**config.mk**
```make
export PLATFORM = sky130hd
export DESIGN_NAME = gbr_regs
export DESIGN_NICKNAME = d
export VERILOG_FILES = /design/src/common/gbr_pkg.sv /design/src/hw/gbr_regs.sv
export SDC_FILE = /design/constraint.sdc
export NUM_CORES = 1
export LEC_CHECK = 0
export BUFFER_PORTS_ARGS = -buffer_cell sky130_fd_sc_hd__buf_4
export CAP_MARGIN = 20
export CELL_PAD_IN_SITES_DETAIL_PLACEMENT = 1
export CELL_PAD_IN_SITES_GLOBAL_PLACEMENT = 2
export CORE_ASPECT_RATIO = 1.1
export CORE_MARGIN = 5
export CORE_UTILIZATION = 37
export DETAILED_ROUTE_END_ITERATION = 7
export PLACE_DENSITY_LB_ADDON = 0.1
export SKIP_CTS_REPAIR_TIMING = 1
export SYNTH_ARGS = -nofsm -noshare
export SYNTH_HDL_FRONTEND = slang
export SYNTH_SLANG_ARGS = --single-unit
```
**constraint.sdc**
```tcl
create_clock -name CLK -period 2.7 [get_ports CLK]
set_input_delay 0.27 -clock CLK [delete_from_list [all_inputs] [get_ports CLK]]
set_output_delay 0.27 -clock CLK [all_outputs]
set_load 0.03 [all_outputs]
```
**src/common/gbr_pkg.sv**
```systemverilog
// Purpose: shared constants and types of the pin and bus-master register bank
// Assumes: 40 MHz system clock, half of a 7.3728 MHz reference rebuilt by a fractional divider
// Notes: offsets are the byte addresses of the register access port
package gbr_pkg;
	// ----------------------------------------
	// register offsets
	// ----------------------------------------
	localparam logic [7:0] OFS_MODE_LO = 8'h02;
	localparam logic [7:0] OFS_MODE_HI = 8'h03;
	localparam logic [7:0] OFS_PIN_LEVEL = 8'h04;
	localparam logic [7:0] OFS_OWN_ADDR = 8'h06;
	localparam logic [7:0] OFS_SCL_LOW = 8'h07;
	localparam logic [7:0] OFS_SCL_HIGH = 8'h08;
	localparam logic [7:0] OFS_TIMEOUT = 8'h09;
	localparam logic [7:0] OFS_RESULT = 8'h0A;
	// ----------------------------------------
	// reset values
	// ----------------------------------------
	localparam logic [7:0] RST_MODE = 8'h00;
	localparam logic [7:0] RST_PIN_LATCH = 8'hFF;
	localparam logic [7:0] RST_OWN_ADDR = 8'h00;
	localparam logic [7:0] RST_SCL_COUNT = 8'h0A;
	localparam logic [7:0] RST_TIMEOUT = 8'h00;
	// ----------------------------------------
	// field layouts and codes
	// ----------------------------------------
	localparam int TO_EN_BIT = 0;
	localparam logic [1:0] MODE_QUASI = 2'h0;
	localparam logic [1:0] MODE_INPUT = 2'h1;
	localparam logic [1:0] MODE_PUSH = 2'h2;
	localparam logic [1:0] MODE_OPEN = 2'h3;
	localparam logic [3:0] RESULT_FILL = 4'hF;
	localparam logic [3:0] RES_OK = 4'h0;
	localparam logic [3:0] RES_ADDR_REFUSED = 4'h1;
	localparam logic [3:0] RES_DATA_REFUSED = 4'h2;
	localparam logic [3:0] RES_TIMEOUT = 4'h8;
	// ----------------------------------------
	// timing: half-rate reference tick, time-out prescale
	// ----------------------------------------
	localparam int CLK_HZ = 40000000;
	localparam int REF_HZ = 7372800;
	localparam logic [25:0] HALF_INC = 26'(REF_HZ / 2);
	localparam logic [25:0] ACC_MOD = 26'(CLK_HZ);
	localparam logic [5:0] TO_PRESCALE = 6'h3F;
	localparam logic [8:0] MIN_SCL_SUM = 9'h00A;
	localparam logic [7:0] MIN_SCL_HALF = 8'h05;
	localparam logic [3:0] ACK_BIT = 4'h8;
	// ----------------------------------------
	// bus master states
	// ----------------------------------------
	typedef enum logic [2:0] {
		ST_IDLE = 3'b000,
		ST_START = 3'b001,
		ST_LOW = 3'b010,
		ST_HIGH = 3'b011,
		ST_STOP_L = 3'b100,
		ST_STOP_H = 3'b101
	} gbr_state_t;
endpackage : gbr_pkg

```
**src/hw/gbr_regs.sv**
```systemverilog
// Purpose: pin drive modes, pin level register and two-wire master with its settings
// Assumes: command parser outside gives register strobes; pins pass two flip-flops
// Notes: master writes one address byte then, if the slave acks it, one data byte per transfer
`timescale 1ns/100ps
module gbr_regs (
	input wire logic CLK, // system clock
	input wire logic SYS_RST, // synchronous reset, active high
	input wire logic REG_WE, // register write strobe
	input wire logic REG_RE, // register read strobe
	input wire logic [7:0] REG_ADDR, // register offset
	input wire logic [7:0] REG_WDATA, // write data
	output logic [7:0] REG_RDATA, // read data
	output logic REG_RVALID, // read data valid pulse
	input wire logic XFER_GO, // start transfer pulse
	input wire logic [7:0] XFER_SLAVE, // address byte sent first
	input wire logic [7:0] XFER_DATA, // data byte sent second
	output logic XFER_BUSY, // transfer in progress
	input wire logic [7:0] GPIO_IN, // pin levels
	output logic [7:0] GPIO_OUT, // pin drive value
	output logic [7:0] GPIO_OE, // strong drive enable
	output logic [7:0] GPIO_PU, // weak pull-up enable
	input wire logic SCL_IN, // clock line level
	output logic SCL_OUT, // clock line drive value
	output logic SCL_OE, // clock line pull low
	input wire logic SDA_IN, // data line level
	output logic SDA_OUT, // data line drive value
	output logic SDA_OE // data line pull low
);
	// ----------------------------------------
	// declarations
	// ----------------------------------------
	logic [15:0] mode_r, mode_nxt;
	logic [7:0] latch_r, latch_nxt;
	logic [7:0] own_r, own_nxt;
	logic [7:0] sclh_r, sclh_nxt;
	logic [7:0] scll_r, scll_nxt;
	logic [7:0] to_r, to_nxt;
	logic [3:0] stat_r, stat_nxt;
	logic [7:0] rdata_r, rdata_nxt;
	logic rvalid_r, rvalid_nxt;
	logic [7:0] gpio_s1_r, gpio_s2_r;
	logic scl_s1_r, scl_s2_r, sda_s1_r, sda_s2_r;
	logic [7:0] gout_r, gout_nxt, goe_r, goe_nxt, gpu_r, gpu_nxt;
	logic [25:0] acc_r, acc_nxt;
	logic half_tick_r, half_tick_nxt;
	logic [5:0] pre_r, pre_nxt;
	logic to_tick_r, to_tick_nxt;
	gbr_pkg::gbr_state_t st_r, st_nxt;
	logic [7:0] cnt_r, cnt_nxt;
	logic [3:0] bit_r, bit_nxt;
	logic [7:0] shf_r, shf_nxt;
	logic [7:0] dat_r, dat_nxt;
	logic byte_r, byte_nxt;
	logic [3:0] res_r, res_nxt;
	logic scl_oe_r, scl_oe_nxt, sda_oe_r, sda_oe_nxt;
	logic [14:0] tmo_r, tmo_nxt;
	logic [7:0] hi_cnt, lo_cnt;
	logic [8:0] scl_sum;
	logic busy_r, busy_nxt;

	// pin mode of one pin from the two mode registers
	function automatic logic [1:0] pin_mode(input logic [15:0] modes, input int idx);
		pin_mode = modes[2*idx +: 2];
	endfunction : pin_mode

	// ----------------------------------------
	// input synchronisers
	// ----------------------------------------
	// two flops on every pin before any logic
	always_ff @(posedge CLK) begin
		if (SYS_RST) begin
			gpio_s1_r <= 8'h00;
			gpio_s2_r <= 8'h00;
			scl_s1_r <= 1'b1;
			scl_s2_r <= 1'b1;
			sda_s1_r <= 1'b1;
			sda_s2_r <= 1'b1;
		end else begin
			gpio_s1_r <= GPIO_IN;
			gpio_s2_r <= gpio_s1_r;
			scl_s1_r <= SCL_IN;
			scl_s2_r <= scl_s1_r;
			sda_s1_r <= SDA_IN;
			sda_s2_r <= sda_s1_r;
		end
	end

	// ----------------------------------------
	// register file
	// ----------------------------------------
	// writes and reads; the result register is updated by the bus master
	always_comb begin
		mode_nxt = mode_r;
		latch_nxt = latch_r;
		own_nxt = own_r;
		sclh_nxt = sclh_r;
		scll_nxt = scll_r;
		to_nxt = to_r;
		rdata_nxt = rdata_r;
		rvalid_nxt = REG_RE;
		if (REG_WE) begin
			case (REG_ADDR)
				gbr_pkg::OFS_MODE_LO: mode_nxt[7:0] = REG_WDATA;
				gbr_pkg::OFS_MODE_HI: mode_nxt[15:8] = REG_WDATA;
				gbr_pkg::OFS_PIN_LEVEL: latch_nxt = REG_WDATA;
				gbr_pkg::OFS_OWN_ADDR: own_nxt = REG_WDATA;
				gbr_pkg::OFS_SCL_LOW: scll_nxt = REG_WDATA;
				gbr_pkg::OFS_SCL_HIGH: sclh_nxt = REG_WDATA;
				gbr_pkg::OFS_TIMEOUT: to_nxt = REG_WDATA;
				default: ;
			endcase
		end
		if (REG_RE) begin
			case (REG_ADDR)
				gbr_pkg::OFS_MODE_LO: rdata_nxt = mode_r[7:0];
				gbr_pkg::OFS_MODE_HI: rdata_nxt = mode_r[15:8];
				gbr_pkg::OFS_PIN_LEVEL: rdata_nxt = gpio_s2_r;
				gbr_pkg::OFS_OWN_ADDR: rdata_nxt = own_r;
				gbr_pkg::OFS_SCL_LOW: rdata_nxt = scll_r;
				gbr_pkg::OFS_SCL_HIGH: rdata_nxt = sclh_r;
				gbr_pkg::OFS_TIMEOUT: rdata_nxt = to_r;
				gbr_pkg::OFS_RESULT: rdata_nxt = {gbr_pkg::RESULT_FILL, stat_r};
				default: rdata_nxt = 8'h00;
			endcase
		end
	end

	// register storage
	always_ff @(posedge CLK) begin
		if (SYS_RST) begin
			mode_r <= {gbr_pkg::RST_MODE, gbr_pkg::RST_MODE};
			latch_r <= gbr_pkg::RST_PIN_LATCH;
			own_r <= gbr_pkg::RST_OWN_ADDR;
			sclh_r <= gbr_pkg::RST_SCL_COUNT;
			scll_r <= gbr_pkg::RST_SCL_COUNT;
			to_r <= gbr_pkg::RST_TIMEOUT;
			rdata_r <= 8'h00;
			rvalid_r <= 1'b0;
		end else begin
			mode_r <= mode_nxt;
			latch_r <= latch_nxt;
			own_r <= own_nxt;
			sclh_r <= sclh_nxt;
			scll_r <= scll_nxt;
			to_r <= to_nxt;
			rdata_r <= rdata_nxt;
			rvalid_r <= rvalid_nxt;
		end
	end

	// ----------------------------------------
	// pin drivers
	// ----------------------------------------
	// per-pin drive from mode and latch
	always_comb begin
		gout_nxt = 8'h00;
		goe_nxt = 8'h00;
		gpu_nxt = 8'h00;
		for (int i = 0; i < 8; i++) begin
			case (pin_mode(mode_r, i))
				gbr_pkg::MODE_QUASI: begin
					goe_nxt[i] = ~latch_r[i]; // strong low, weak high
					gpu_nxt[i] = 1'b1;
				end
				gbr_pkg::MODE_INPUT: goe_nxt[i] = 1'b0;
				gbr_pkg::MODE_PUSH: begin
					gout_nxt[i] = latch_r[i];
					goe_nxt[i] = 1'b1;
				end
				gbr_pkg::MODE_OPEN: goe_nxt[i] = ~latch_r[i];
				default: goe_nxt[i] = 1'b0;
			endcase
		end
	end

	// registered pin drive
	always_ff @(posedge CLK) begin
		if (SYS_RST) begin
			gout_r <= 8'h00;
			goe_r <= 8'h00;
			gpu_r <= 8'h00;
		end else begin
			gout_r <= gout_nxt;
			goe_r <= goe_nxt;
			gpu_r <= gpu_nxt;
		end
	end

	// ----------------------------------------
	// reference dividers
	// ----------------------------------------
	// half-reference tick and 57600 Hz time-out tick
	always_comb begin
		acc_nxt = acc_r + gbr_pkg::HALF_INC;
		half_tick_nxt = 1'b0;
		pre_nxt = pre_r;
		to_tick_nxt = 1'b0;
		if (acc_nxt >= gbr_pkg::ACC_MOD) begin
			acc_nxt = acc_nxt - gbr_pkg::ACC_MOD;
			half_tick_nxt = 1'b1;
			pre_nxt = pre_r + 6'h01;
			to_tick_nxt = (pre_r == gbr_pkg::TO_PRESCALE);
		end
	end

	// divider state
	always_ff @(posedge CLK) begin
		if (SYS_RST) begin
			acc_r <= 26'h0000000;
			half_tick_r <= 1'b0;
			pre_r <= 6'h00;
			to_tick_r <= 1'b0;
		end else begin
			acc_r <= acc_nxt;
			half_tick_r <= half_tick_nxt;
			pre_r <= pre_nxt;
			to_tick_r <= to_tick_nxt;
		end
	end

	// ----------------------------------------
	// bus master
	// ----------------------------------------
	// phase lengths, clamped to the least sum
	assign scl_sum = {1'b0, sclh_r} + {1'b0, scll_r};
	assign hi_cnt = (scl_sum < gbr_pkg::MIN_SCL_SUM) ? gbr_pkg::MIN_SCL_HALF : sclh_r;
	assign lo_cnt = (scl_sum < gbr_pkg::MIN_SCL_SUM) ? gbr_pkg::MIN_SCL_HALF : scll_r;

	// bit sequencer, result and time-out
	always_comb begin
		st_nxt = st_r;
		cnt_nxt = cnt_r;
		bit_nxt = bit_r;
		shf_nxt = shf_r;
		dat_nxt = dat_r;
		byte_nxt = byte_r;
		res_nxt = res_r;
		stat_nxt = stat_r;
		scl_oe_nxt = scl_oe_r;
		sda_oe_nxt = sda_oe_r;
		tmo_nxt = tmo_r;
		case (st_r)
			gbr_pkg::ST_IDLE: begin
				if (XFER_GO) begin
					sda_oe_nxt = 1'b1; // start condition
					st_nxt = gbr_pkg::ST_START;
					cnt_nxt = hi_cnt;
					shf_nxt = XFER_SLAVE;
					dat_nxt = XFER_DATA;
					byte_nxt = 1'b0;
					bit_nxt = 4'h0;
				end
			end
			gbr_pkg::ST_START: begin
				if (half_tick_r) begin
					if (cnt_r <= 8'h01) begin
						scl_oe_nxt = 1'b1;
						sda_oe_nxt = ~shf_r[7];
						st_nxt = gbr_pkg::ST_LOW;
						cnt_nxt = lo_cnt;
					end else begin
						cnt_nxt = cnt_r - 8'h01;
					end
				end
			end
			gbr_pkg::ST_LOW: begin
				if (half_tick_r) begin
					if (cnt_r <= 8'h01) begin
						scl_oe_nxt = 1'b0;
						st_nxt = gbr_pkg::ST_HIGH;
						cnt_nxt = hi_cnt;
					end else begin
						cnt_nxt = cnt_r - 8'h01;
					end
				end
			end
			gbr_pkg::ST_HIGH: begin
				if (half_tick_r && scl_s2_r) begin
					if (cnt_r > 8'h01) begin
						cnt_nxt = cnt_r - 8'h01;
					end else begin
						scl_oe_nxt = 1'b1;
						cnt_nxt = lo_cnt;
						st_nxt = gbr_pkg::ST_LOW;
						if (bit_r == gbr_pkg::ACK_BIT) begin
							if (sda_s2_r || byte_r) begin
								if (sda_s2_r)
									res_nxt = byte_r ? gbr_pkg::RES_DATA_REFUSED : gbr_pkg::RES_ADDR_REFUSED;
								else
									res_nxt = gbr_pkg::RES_OK;
								sda_oe_nxt = 1'b1;
								st_nxt = gbr_pkg::ST_STOP_L;
							end else begin
								byte_nxt = 1'b1;
								shf_nxt = dat_r;
								bit_nxt = 4'h0;
								sda_oe_nxt = ~dat_r[7];
							end
						end else begin
							bit_nxt = bit_r + 4'h1;
							shf_nxt = {shf_r[6:0], 1'b0};
							sda_oe_nxt = (bit_r == 4'h7) ? 1'b0 : ~shf_r[6];
						end
					end
				end
			end
			gbr_pkg::ST_STOP_L: begin
				if (half_tick_r) begin
					if (cnt_r <= 8'h01) begin
						scl_oe_nxt = 1'b0;
						st_nxt = gbr_pkg::ST_STOP_H;
						cnt_nxt = hi_cnt;
					end else begin
						cnt_nxt = cnt_r - 8'h01;
					end
				end
			end
			gbr_pkg::ST_STOP_H: begin
				if (half_tick_r && scl_s2_r) begin
					if (cnt_r <= 8'h01) begin
						sda_oe_nxt = 1'b0; // stop condition
						st_nxt = gbr_pkg::ST_IDLE;
						stat_nxt = res_r;
					end else begin
						cnt_nxt = cnt_r - 8'h01;
					end
				end
			end
			default: begin
				st_nxt = gbr_pkg::ST_IDLE;
				scl_oe_nxt = 1'b0;
				sda_oe_nxt = 1'b0;
			end
		endcase
		// watchdog on a held-low clock line
		if (st_r != gbr_pkg::ST_IDLE) begin
			if (st_nxt != st_r) begin
				tmo_nxt = {to_r[7:1], 8'h00};
			end else if (to_r[gbr_pkg::TO_EN_BIT] && !scl_s2_r && to_tick_r) begin
				if (tmo_r == 15'h0000) begin
					st_nxt = gbr_pkg::ST_IDLE;
					scl_oe_nxt = 1'b0;
					sda_oe_nxt = 1'b0;
					stat_nxt = gbr_pkg::RES_TIMEOUT;
				end else begin
					tmo_nxt = tmo_r - 15'h0001;
				end
			end
		end
		// busy follows the state that is about to be registered
		busy_nxt = (st_nxt != gbr_pkg::ST_IDLE);
	end

	// bus master state
	always_ff @(posedge CLK) begin
		if (SYS_RST) begin
			st_r <= gbr_pkg::ST_IDLE;
			cnt_r <= 8'h00;
			bit_r <= 4'h0;
			shf_r <= 8'h00;
			dat_r <= 8'h00;
			byte_r <= 1'b0;
			res_r <= gbr_pkg::RES_OK;
			stat_r <= gbr_pkg::RES_OK;
			scl_oe_r <= 1'b0;
			sda_oe_r <= 1'b0;
			tmo_r <= 15'h0000;
			busy_r <= 1'b0;
		end else begin
			st_r <= st_nxt;
			cnt_r <= cnt_nxt;
			bit_r <= bit_nxt;
			shf_r <= shf_nxt;
			dat_r <= dat_nxt;
			byte_r <= byte_nxt;
			res_r <= res_nxt;
			stat_r <= stat_nxt;
			scl_oe_r <= scl_oe_nxt;
			sda_oe_r <= sda_oe_nxt;
			tmo_r <= tmo_nxt;
			busy_r <= busy_nxt;
		end
	end

	// ----------------------------------------
	// outputs
	// ----------------------------------------
	// straight from flops except the bus drive values, tied low; bus lines only ever pull low
	assign REG_RDATA = rdata_r;
	assign REG_RVALID = rvalid_r;
	assign XFER_BUSY = busy_r;
	assign GPIO_OUT = gout_r;
	assign GPIO_OE = goe_r;
	assign GPIO_PU = gpu_r;
	assign SCL_OUT = 1'b0;
	assign SCL_OE = scl_oe_r;
	assign SDA_OUT = 1'b0;
	assign SDA_OE = sda_oe_r;
endmodule : gbr_regs

```
Yosys cells after proc, flatten, opt, wreduce, memory -nomap -nowiden
Cells that the tools add are included.

Add/subtract/negate cells: 7. Multiply operators: 0. Divide/modulo/power cells: 0. Magnitude comparators: 4. Equality and inequality tests: 52. Shift-type cells: 0. Muxes and demuxes: 105. Bitwise gates (word level): 21. Reduce and logical (&&, ||, !) cells: 52.

Operators with widths (number): two-way mux 8 bit (16); one-hot mux 8 bit (8 select lines) (1); two-way mux 3 bit (17); two-way mux 4 bit (12); two-way mux 15 bit (3); one-hot mux 8 bit (5 select lines) (1); two-way mux 1 bit (38); OR reduction 2 bit (19); equality test 2 bit, second input constant (16); adder 26 x 22 -> 26 bit, second input constant (1); greater-or-equal comparator 26 bit, second input constant (1); two-way mux 26 bit (1); subtractor 26 bit, second input constant (1); equality test 8 x 3 -> 1 bit, second input constant (3); equality test 8 x 4 -> 1 bit, second input constant (3); one-hot mux 1 bit (3 select lines) (8); NOT 1 bit (21); inequality test 2 bit, second input constant (9); one-hot mux 3 bit (6 select lines) (1); equality test 2 x 1 -> 1 bit, second input constant (8); equality test 8 x 2 -> 1 bit, second input constant (2); zero test 2 bit (8); one-hot mux 8 bit (2 select lines) (1); AND reduction 2 bit (8); 34 further kinds (42).

Register bits after elaboration: 201. Latch bits: 0. Memory bits (writable): 0. Memory bits (read-only): 0. Input port bits: 47. Output and inout bits: 38. Logic and storage cells: 282. Memories kept: 0.

Depth between registers and ports, before layout
Gate-level depths: netlist (run 1).

Word-level depth: 11. Gate-level depth with buffers: 10. Gate-level depth less buffers: 8.

Least setup slack after synthesis (run 1)
No wires, ideal clock.

Kind: flip-flop to flip-flop. Start: reg acc_r[14]. End: reg pre_r[4]. Setup time: 121 ps. Arrival: 2270 ps. Required time: 2579 ps. Setup slack: 309 ps. Cell stages (with the launch flop): 10. Buffers on the path: 3. Period minus slack after synthesis: 2391 ps. Cell sequence: dfxtp_1 -> clkbuf_1 -> and4_1 -> a21oi_1 -> or3_1 -> clkbuf_1 -> and2_1 -> buf_2 -> a211oi_1 -> mux2_2.

Longest elaborated chain between the ends: 2.

RTL lines: start, declared (RTL line gbr_regs.sv:44) `logic [25:0] acc_r, acc_nxt;`; start signal, assigned (RTL line gbr_regs.sv:214) `acc_r <= acc_nxt;`; adder 26 x 22 -> 26 bit (RTL line gbr_regs.sv:194) `acc_nxt = acc_r + gbr_pkg::HALF_INC;`; greater-or-equal comparator 26 bit (RTL line gbr_regs.sv:198) `if (acc_nxt >= gbr_pkg::ACC_MOD) begin`; end signal, assigned (RTL line gbr_regs.sv:216) `pre_r <= pre_nxt;`; end, declared (RTL line gbr_regs.sv:46) `logic [5:0] pre_r, pre_nxt;`.

No other way between the ends. A chain may end at the register's enable or synchronous reset.

Worst setup path after layout (run 1)
Start: reg cnt_r[3]. End: reg bit_r[3].

Longest elaborated chain between the ends: 3.

RTL lines: start, declared (RTL line gbr_regs.sv:49) `logic [7:0] cnt_r, cnt_nxt;`; start signal, assigned (RTL line gbr_regs.sv:371) `cnt_r <= cnt_nxt;`; > comparator 8 x 1 -> 1 bit (RTL line gbr_regs.sv:279) `if (cnt_r > 8'h01) begin`; inequality test 2 bit (no source line); AND reduction 5 bit (no source line); end signal, assigned (RTL line gbr_regs.sv:372) `bit_r <= bit_nxt;`; end, declared (RTL line gbr_regs.sv:50) `logic [3:0] bit_r, bit_nxt;`.

No other way between the ends.

==> metrics.json, run 1 <==
{
  "status": {"value": "completed"},
  "yosys.area.top_type_share": {"value": 38.2, "unit": "%"},
  "insertedDiodeCount": {"value": 0},
  "cts_made_buffers": {"value": 17},
  "starting_utilization_of_the_core_area": {"value": 37.2, "unit": "%"},
  "ctsHtreeMaxLevel": {"value": 4},
  "count_of_max_cap_constraint_violations": {"value": 0},
  "post-route-util": {"value": 43.8, "unit": "%"},
  "timing.hold.worst.class": {"value": "in -> reg"},
  "wire_length_of_the_first_global_routing_pass": {"value": 49700, "unit": "µm"},
  "post-synth-top-count-cell": {"value": "sky130_fd_sc_hd__dfxtp_1"},
  "criticalPathCategory": {"value": "reg -> reg"},
  "critical_path_s_slowest_cell": {"value": "sky130_fd_sc_hd__or4_4"},
  "detailedRoute.firstPassIterationCount": {"value": 5},
  "setup_repair_after_global_routing_missed_its_margin": {"value": "no"},
  "drc": {"value": 0},
  "path_clk_slew": {"value": 0.07, "unit": "ns"},
  "synth_edf_count": {"value": 0},
  "clock_path_buffers": {"value": 2},
  "place.detailed.instances": {"value": 1617},
  "final_replace_weighted_congestion": {"value": 0.823},
  "period_minus_slack": {"value": 2.60, "unit": "ns"},
  "final_net_count": {"value": 1368},
  "die_height": {"value": 182, "unit": "µm"},
  "drt-wirelength-per-cell": {"value": 18.5, "unit": "µm"},
  "vdd_ir_drop_max": {"value": 312, "unit": "µV"},
  "yosys-top-cells-count": {"value": "sky130_fd_sc_hd__dfxtp_1, sky130_fd_sc_hd__nor2_1, sky130_fd_sc_hd__nand2_1"},
  "grt.overflow.total": {"value": 0},
  "grt_usage": {"value": 20.1, "unit": "%"},
  "slowest_delay": {"value": 0.59, "unit": "ns"},
  "total_of_fill_cells_in_the_finished_design": {"value": 3190},
  "synth-main-ff-cell": {"value": "sky130_fd_sc_hd__dfxtp_1"},
  "worstMarginPinSlew": {"value": 0.744, "unit": "ns"},
  "achievable-frequency": {"value": 385, "unit": "MHz"},
  "hold-worst-slack": {"value": 0.0150, "unit": "ns"},
  "global_route.usage.met1": {"value": 26.6, "unit": "%"},
  "cellPowerDensity": {"value": 545, "unit": "nW/µm²"},
  "report.final.slew_viol_count": {"value": 0},
  "fin_crit_sh": {"value": 96.2, "unit": "%"},
  "required": {"value": 3.06, "unit": "ns"},
  "synth_top_cell_by_area": {"value": "sky130_fd_sc_hd__dfxtp_1"},
  "synth_area": {"value": 9950, "unit": "µm²"},
  "met3_usage": {"value": 3.00, "unit": "%"},
  "busiest_layer": {"value": "met2"},
  "clock_root_buffer": {"value": "sky130_fd_sc_hd__clkbuf_16"},
  "series_of_cell_instances_along_the_critical_path": {"value": "or4_4 -> nor3_4 -> buf_4 -> nand3_4 -> a21o_1 -> or4_1 -> a21oi_1"},
  "die_w": {"value": 166, "unit": "µm"},
  "finalWirelength": {"value": 30500, "unit": "µm"},
  "critical_path.max_fanout": {"value": 8},
  "top_regs": {"value": "acc_r x17, mode_r x16, tmo_r x15"},
  "worstSkewPairLatency": {"value": 0.44, "unit": "ns"},
  "finalSetupViolations": {"value": 0},
  "synth_top_cells_by_area": {"value": "sky130_fd_sc_hd__dfxtp_1, sky130_fd_sc_hd__ha_1, sky130_fd_sc_hd__nor2_1, sky130_fd_sc_hd__nand2_1, sky130_fd_sc_hd__mux2i_1"},
  "via_count_of_the_first_global_routing_pass": {"value": 9195},
  "arrival": {"value": 2.96, "unit": "ns"},
  "std_cell_rows": {"value": 63},
  "antenna_found_initial": {"value": 0},
  "yosysUniqueCellTypes": {"value": 91},
  "count_of_vias_placed_by_the_detailed_router": {"value": 8850},
  "cts_tree": {"value": "yes"},
  "top_register": {"value": "acc_r"},
  "detail_route.iter0.violations": {"value": 513},
  "cts.sinks": {"value": 190},
  "port_buffers": {"value": 82},
  "endpoints_failing_hold": {"value": 0},
  "fin_worst_skew": {"value": 0.00892, "unit": "ns"},
  "post_synth.cell_area_avg": {"value": 8.36, "unit": "µm²"},
  "io-pin-count": {"value": 85},
  "largest_reg_flops": {"value": 17},
  "antenna_left": {"value": 0},
  "synth_sequential_area_ratio": {"value": 38.2, "unit": "%"},
  "cp.buffers_inverters": {"value": 1},
  "async_flop_share": {"value": 0, "unit": "%"},
  "layout-area-overhead-vs-synth": {"value": 17.8, "unit": "%"},
  "timing.max_slew.rel_slack": {"value": 50.4, "unit": "%"},
  "ys_warn_count": {"value": 0},
  "grt_start_max_net_pins": {"value": 157},
  "core_region_area": {"value": 26700, "unit": "µm²"},
  "finalSetupTns": {"value": 0, "unit": "ns"},
  "stdcell_count": {"value": 1649},
  "cp_top_family": {"value": "simple AND/OR/NAND/NOR gates"},
  "cellLeakagePower": {"value": 0.00471, "unit": "µW"},
  "netlist_instances": {"value": 1190},
  "detail_route.vias_per_cell": {"value": 5.37},
  "drive_above_1_share": {"value": 17.5, "unit": "%"},
  "critPathLaunchType": {"value": "flop"},
  "synth-seq-cells": {"value": 190},
  "hpwlAfterDp": {"value": 22100, "unit": "µm"},
  "worst_setup_path_end_kind": {"value": "flop"},
  "die-area": {"value": 30300, "unit": "µm²"},
  "grt.met2_usage": {"value": 34.7, "unit": "%"}
}
[power by group]
group | switching, µW | internal (µW) | leakage (µW)
Clock | 1160 | 1400 | 0.000285
Sequential | 68.2 | 2880 | 0.00155
Combinational | 543 | 344 | 0.00288
[cells in the final DEF (no fill, tap or decap), types with 9 or more instances in the layout]
master,netlist,layout
sky130_fd_sc_hd__inv_1,42,42
sky130_fd_sc_hd__nor3_1,42,40
sky130_fd_sc_hd__nor2b_1,39,39
sky130_fd_sc_hd__nand2_1,118,118
sky130_fd_sc_hd__clkbuf_16,0,17
sky130_fd_sc_hd__a31oi_1,18,18
sky130_fd_sc_hd__mux2i_1,43,43
sky130_fd_sc_hd__or3_1,9,9
sky130_fd_sc_hd__nand2b_1,13,13
sky130_fd_sc_hd__a21oi_1,78,78
sky130_fd_sc_hd__dfxtp_1,190,188
sky130_fd_sc_hd__ha_1,41,41
sky130_fd_sc_hd__nor4_1,17,15
sky130_fd_sc_hd__o21ai_0,24,24
sky130_fd_sc_hd__nand3_1,75,75
sky130_fd_sc_hd__buf_4,4,138
sky130_fd_sc_hd__xor2_1,13,13
sky130_fd_sc_hd__o211ai_1,10,10
sky130_fd_sc_hd__a211oi_1,19,18
sky130_fd_sc_hd__and3_1,13,13
sky130_fd_sc_hd__nor2_1,125,125
sky130_fd_sc_hd__nand4_1,9,9
sky130_fd_sc_hd__or2_2,17,16
sky130_fd_sc_hd__mux2_2,10,10
[cells by family after synthesis]
family	Yosys count	synth area share (%)
and+or+nand+nor	524	26.6
AOI/OAI and AO/OA	245	17.1
DFF	190	38.2
buffers and inverters	113	5.24
muxes	53	5.46
adders and majority gates	43	5.46
xor gates and xnor gates	21	1.85
other	1	0.0377
[layer usage]
metal / share of wire, % / wire length (µm)
met5: 0 / 0
met2: 49 / 14800
met4: 1.2 / 381
met1: 47 / 14400
met3: 3.0 / 916
[path summary, 6_finish.rpt]
check                                end  slack, ns  depth (start not counted)      from
worst min register to register  scl_s2_r       0.41                          1  scl_s1_r
worst max-delay path            bit_r[3]       0.10                          7  cnt_r[3]
worst max register to register  bit_r[3]       0.10                          7  cnt_r[3]
worst min-delay path            sda_s1_r       0.02                          2    SDA_IN
[final cells by class]
class	count	area, µm²	area share [%]
sequential	190	3810	32.5
timing repair buffer	139	1060	9.01
clock buffer	20	447	3.81
tap	357	447	3.81
inverter	43	161	1.38
multi-input combinational	888	5660	48.3
clock inverter	12	135	1.15
[stage by stage]
| stage | total power (µW) | setup WS [ns] | area (µm²) |
|---|---|---|---|
| 2_1_floorplan | 3560 | 0.309 | 9950 |
| 3_3_place_gp | 3880 | 0.0513 | 11100 |
| 3_5_place_dp | 3890 | 0.0688 | 11100 |
| 4_1_cts | 6470 | 0.0725 | 11700 |
| 5_1_grt | 6690 | 0.0229 | 11700 |
| 6_report | 6390 | 0.102 | 11700 |
[worst reg2reg max path, stage by stage (launching register included)]
cell and delay (ns):
sky130_fd_sc_hd__dfxtp_1 0.36, sky130_fd_sc_hd__or4_4 0.59, sky130_fd_sc_hd__nor3_4 0.32, sky130_fd_sc_hd__buf_4 0.24, sky130_fd_sc_hd__nand3_4 0.12, sky130_fd_sc_hd__a21o_1 0.25
sky130_fd_sc_hd__or4_1 0.48, sky130_fd_sc_hd__a21oi_1 0.16
Power figures use the tool's default switching activity.
==> run 2: changes to the inputs <==
--- a/config.mk
+++ b/config.mk
@@ -13,6 +13,7 @@
 export CORE_MARGIN = 5
 export CORE_UTILIZATION = 37
 export DETAILED_ROUTE_END_ITERATION = 7
+export MAX_ROUTING_LAYER = met4
 export PLACE_DENSITY_LB_ADDON = 0.1
 export SKIP_CTS_REPAIR_TIMING = 1
 export SYNTH_ARGS = -nofsm -noshare
==> metrics.json, run 2 (synthesized netlist as in run 1, its figures left out) <==
{
  "layout-area-overhead-vs-synth": {"value": 17.8, "unit": "%", "change": "unchanged"},
  "final_net_count": {"value": 1368, "change": "unchanged"},
  "detail_route.iter0.violations": {"value": 502, "change": "-2.1%"},
  "worst_hold_startpoint": {"value": "SDA_IN"},
  "cts_made_buffers": {"value": 17, "change": "unchanged"},
  "endpoints_failing_hold": {"value": 0, "change": "unchanged"},
  "largest_reg_flops": {"value": 17, "change": "unchanged"},
  "criticalPathCategory": {"value": "reg -> reg"},
  "top_register": {"value": "acc_r"},
  "number_of_stages_on_the_worst_hold_path": {"value": 2, "change": "unchanged"},
  "final_instance_area": {"value": 11700, "unit": "µm²", "change": "unchanged"},
  "cellLeakagePower": {"value": 0.00471, "unit": "µW", "change": "about the same"},
  "path_clk_slew": {"value": 0.07, "unit": "ns", "change": "about the same"},
  "via_count_of_the_first_global_routing_pass": {"value": 9186, "change": "-0.098%"},
  "antenna_left": {"value": 0, "change": "unchanged"},
  "status": {"value": "completed"},
  "arrival": {"value": 2.96, "unit": "ns", "change": "about the same"},
  "setup_repair_after_global_routing_missed_its_margin": {"value": "no"},
  "core_region_area": {"value": 26700, "unit": "µm²", "change": "unchanged"},
  "timing.hold.worst.class": {"value": "in -> reg"},
  "grt_usage": {"value": 20.7, "unit": "%", "change": "+0.59 points"},
  "hpwlAfterDp": {"value": 22100, "unit": "µm", "change": "unchanged"},
  "grt_start_max_net_pins": {"value": 157, "change": "unchanged"},
  "required": {"value": 3.06, "unit": "ns", "change": "about the same"},
  "count_of_vias_placed_by_the_detailed_router": {"value": 8838, "change": "-0.14%"},
  "drt-wirelength-per-cell": {"value": 18.5, "unit": "µm", "change": "+0.21%"},
  "detail_route.vias_per_cell": {"value": 5.36, "change": "-0.14%"},
  "finalSetupTns": {"value": 0, "unit": "ns", "change": "unchanged"},
  "vdd_ir_drop_max": {"value": 313, "unit": "µV", "change": "+0.18%"},
  "die_w": {"value": 166, "unit": "µm", "change": "unchanged"},
  "worstMarginPinSlew": {"value": 0.740, "unit": "ns", "change": "-0.00395 ns"},
  "detailedRoute.firstPassIterationCount": {"value": 5, "change": "unchanged"},
  "cp.buffers_inverters": {"value": 1, "change": "unchanged"},
  "post-route-util": {"value": 43.8, "unit": "%", "change": "unchanged"},
  "cts.sinks": {"value": 190, "change": "unchanged"},
  "slowest_delay": {"value": 0.59, "unit": "ns", "change": "about the same"},
  "r2r-end": {"value": "bit_r[3]"},
  "io-pin-count": {"value": 85, "change": "unchanged"},
  "die-area": {"value": 30300, "unit": "µm²", "change": "unchanged"},
  "report.final.slew_viol_count": {"value": 0, "change": "unchanged"},
  "insertedDiodeCount": {"value": 0, "change": "unchanged"},
  "worst_setup_path_end_kind": {"value": "flop"},
  "drc": {"value": 0, "change": "unchanged"},
  "ff_latch_area": {"value": 3810, "unit": "µm²", "change": "unchanged"},
  "series_of_cell_instances_along_the_critical_path": {"value": "or4_4 -> nor3_4 -> buf_4 -> nand3_4 -> a21o_1 -> or4_1 -> a21oi_1"},
  "critical_path_s_slowest_cell": {"value": "sky130_fd_sc_hd__or4_4"},
  "timing.rr.start": {"value": "cnt_r[3]"},
  "clock_path_buffers": {"value": 2, "change": "unchanged"},
  "fin_crit_sh": {"value": 96.5, "unit": "%", "change": "+0.26 points"},
  "grt.overflow.total": {"value": 0, "change": "unchanged"},
  "ff2ff_setup_slack": {"value": 0.09, "unit": "ns", "change": "about the same"},
  "timing.hold.worst_endpoint": {"value": "sda_s1_r"},
  "period_minus_slack": {"value": 2.61, "unit": "ns", "change": "+0.00715 ns"},
  "cts_tree": {"value": "yes"},
  "clock_root_buffer": {"value": "sky130_fd_sc_hd__clkbuf_16"},
  "total_of_fill_cells_in_the_finished_design": {"value": 3190, "change": "unchanged"},
  "top_regs": {"value": "acc_r x17, mode_r x16, tmo_r x15"},
  "port_buffers": {"value": 82, "change": "unchanged"},
  "ctsHtreeMaxLevel": {"value": 4, "change": "unchanged"},
  "starting_utilization_of_the_core_area": {"value": 37.2, "unit": "%", "change": "unchanged"},
  "count_of_max_cap_constraint_violations": {"value": 0, "change": "unchanged"},
  "layout.cells.most_common": {"value": "sky130_fd_sc_hd__dfxtp_1"},
  "finalWirelength": {"value": 30600, "unit": "µm", "change": "+0.21%"},
  "cellPowerDensity": {"value": 546, "unit": "nW/µm²", "change": "+0.21%"},
  "timing.max_slew.rel_slack": {"value": 50.7, "unit": "%", "change": "+0.26 points"},
  "final_cell_mix": {"value": "sky130_fd_sc_hd__dfxtp_1, sky130_fd_sc_hd__buf_4, sky130_fd_sc_hd__nor2_1"},
  "die_height": {"value": 182, "unit": "µm", "change": "unchanged"},
  "critPathLaunchType": {"value": "flop"},
  "wire_length_of_the_first_global_routing_pass": {"value": 49700, "unit": "µm", "change": "about the same"},
  "reg2regPathDepth": {"value": 7, "change": "unchanged"},
  "dpl-instance-area": {"value": 11100, "unit": "µm²", "change": "unchanged"},
  "final_replace_weighted_congestion": {"value": 0.835, "change": "+1.5%"},
  "finalSetupViolations": {"value": 0, "change": "unchanged"},
  "cp_top_family": {"value": "simple AND/OR/NAND/NOR gates"},
  "achievable-frequency": {"value": 384, "unit": "MHz", "change": "-0.27%"},
  "antenna_found_initial": {"value": 0, "change": "unchanged"},
  "critical_path.max_fanout": {"value": 8, "change": "unchanged"},
  "multiInputGateArea": {"value": 5660, "unit": "µm²", "change": "unchanged"},
  "std_cell_rows": {"value": 63, "change": "unchanged"},
  "fin_worst_skew": {"value": 0.0138, "unit": "ns", "change": "+0.00493 ns"},
  "worstSkewPairLatency": {"value": 0.44, "unit": "ns", "change": "about the same"},
  "drive_above_1_share": {"value": 17.5, "unit": "%", "change": "unchanged"}
}
-- run 2: where the power goes --
group          internal, µW  leakage (µW)  total (µW)  switching (µW)
clock network          1400      0.000285        2570            1170
logic                   344       0.00288         889             544
registers              2880       0.00155        2940            68.2
total                  4620       0.00471        6400            1780
-- run 2: worst max-delay path by stage --
stage              start        to  slack, ns  cells after the start
6_report        cnt_r[3]  bit_r[3]       0.09                      7
5_1_grt         cnt_r[3]  bit_r[3]     0.0005                      7
4_1_cts        acc_r[14]  pre_r[4]       0.07                      7
3_5_place_dp   sclh_r[0]  cnt_r[2]       0.07                      8
3_3_place_gp   sclh_r[0]  cnt_r[2]       0.05                      8
2_1_floorplan  acc_r[14]  pre_r[4]       0.31                      9
-- run 2: routing by layer --
layer / up-vias / global-route usage [%] / part of all wire [%]
met1: 4278 / 26.7 / 47
li1: 4424 / - / -
met3: 25 / 2.85 / 2.8
met4: 0 / 5.07 / 1.3
met2: 111 / 34.8 / 49
met5: - / - / 0
-- run 2: final cells by class --
| cell class | instances | area share [%] |
|---|---|---|
| Inverter | 43 | 1.38 |
| Clock buffer | 20 | 3.81 |
| Tap cell | 357 | 3.81 |
| Multi-Input combinational cell | 888 | 48.3 |
| Timing Repair Buffer | 139 | 9.01 |
| Sequential cell | 190 | 32.5 |
| Clock inverter | 12 | 1.15 |
-- run 2: stage by stage --
step	hold WS (ns)	setup slack, ns	cells	total power [µW]
6_report	0.0141	0.0950	1649	6400
5_1_grt	0.00884	0.000515	1649	6690
4_1_cts	-0.00755	0.0725	1649	6470
3_5_place_dp	0.398	0.0688	1617	3890
3_3_place_gp	0.403	0.0513	1617	3880
2_1_floorplan	0.374	0.309	1191	3560
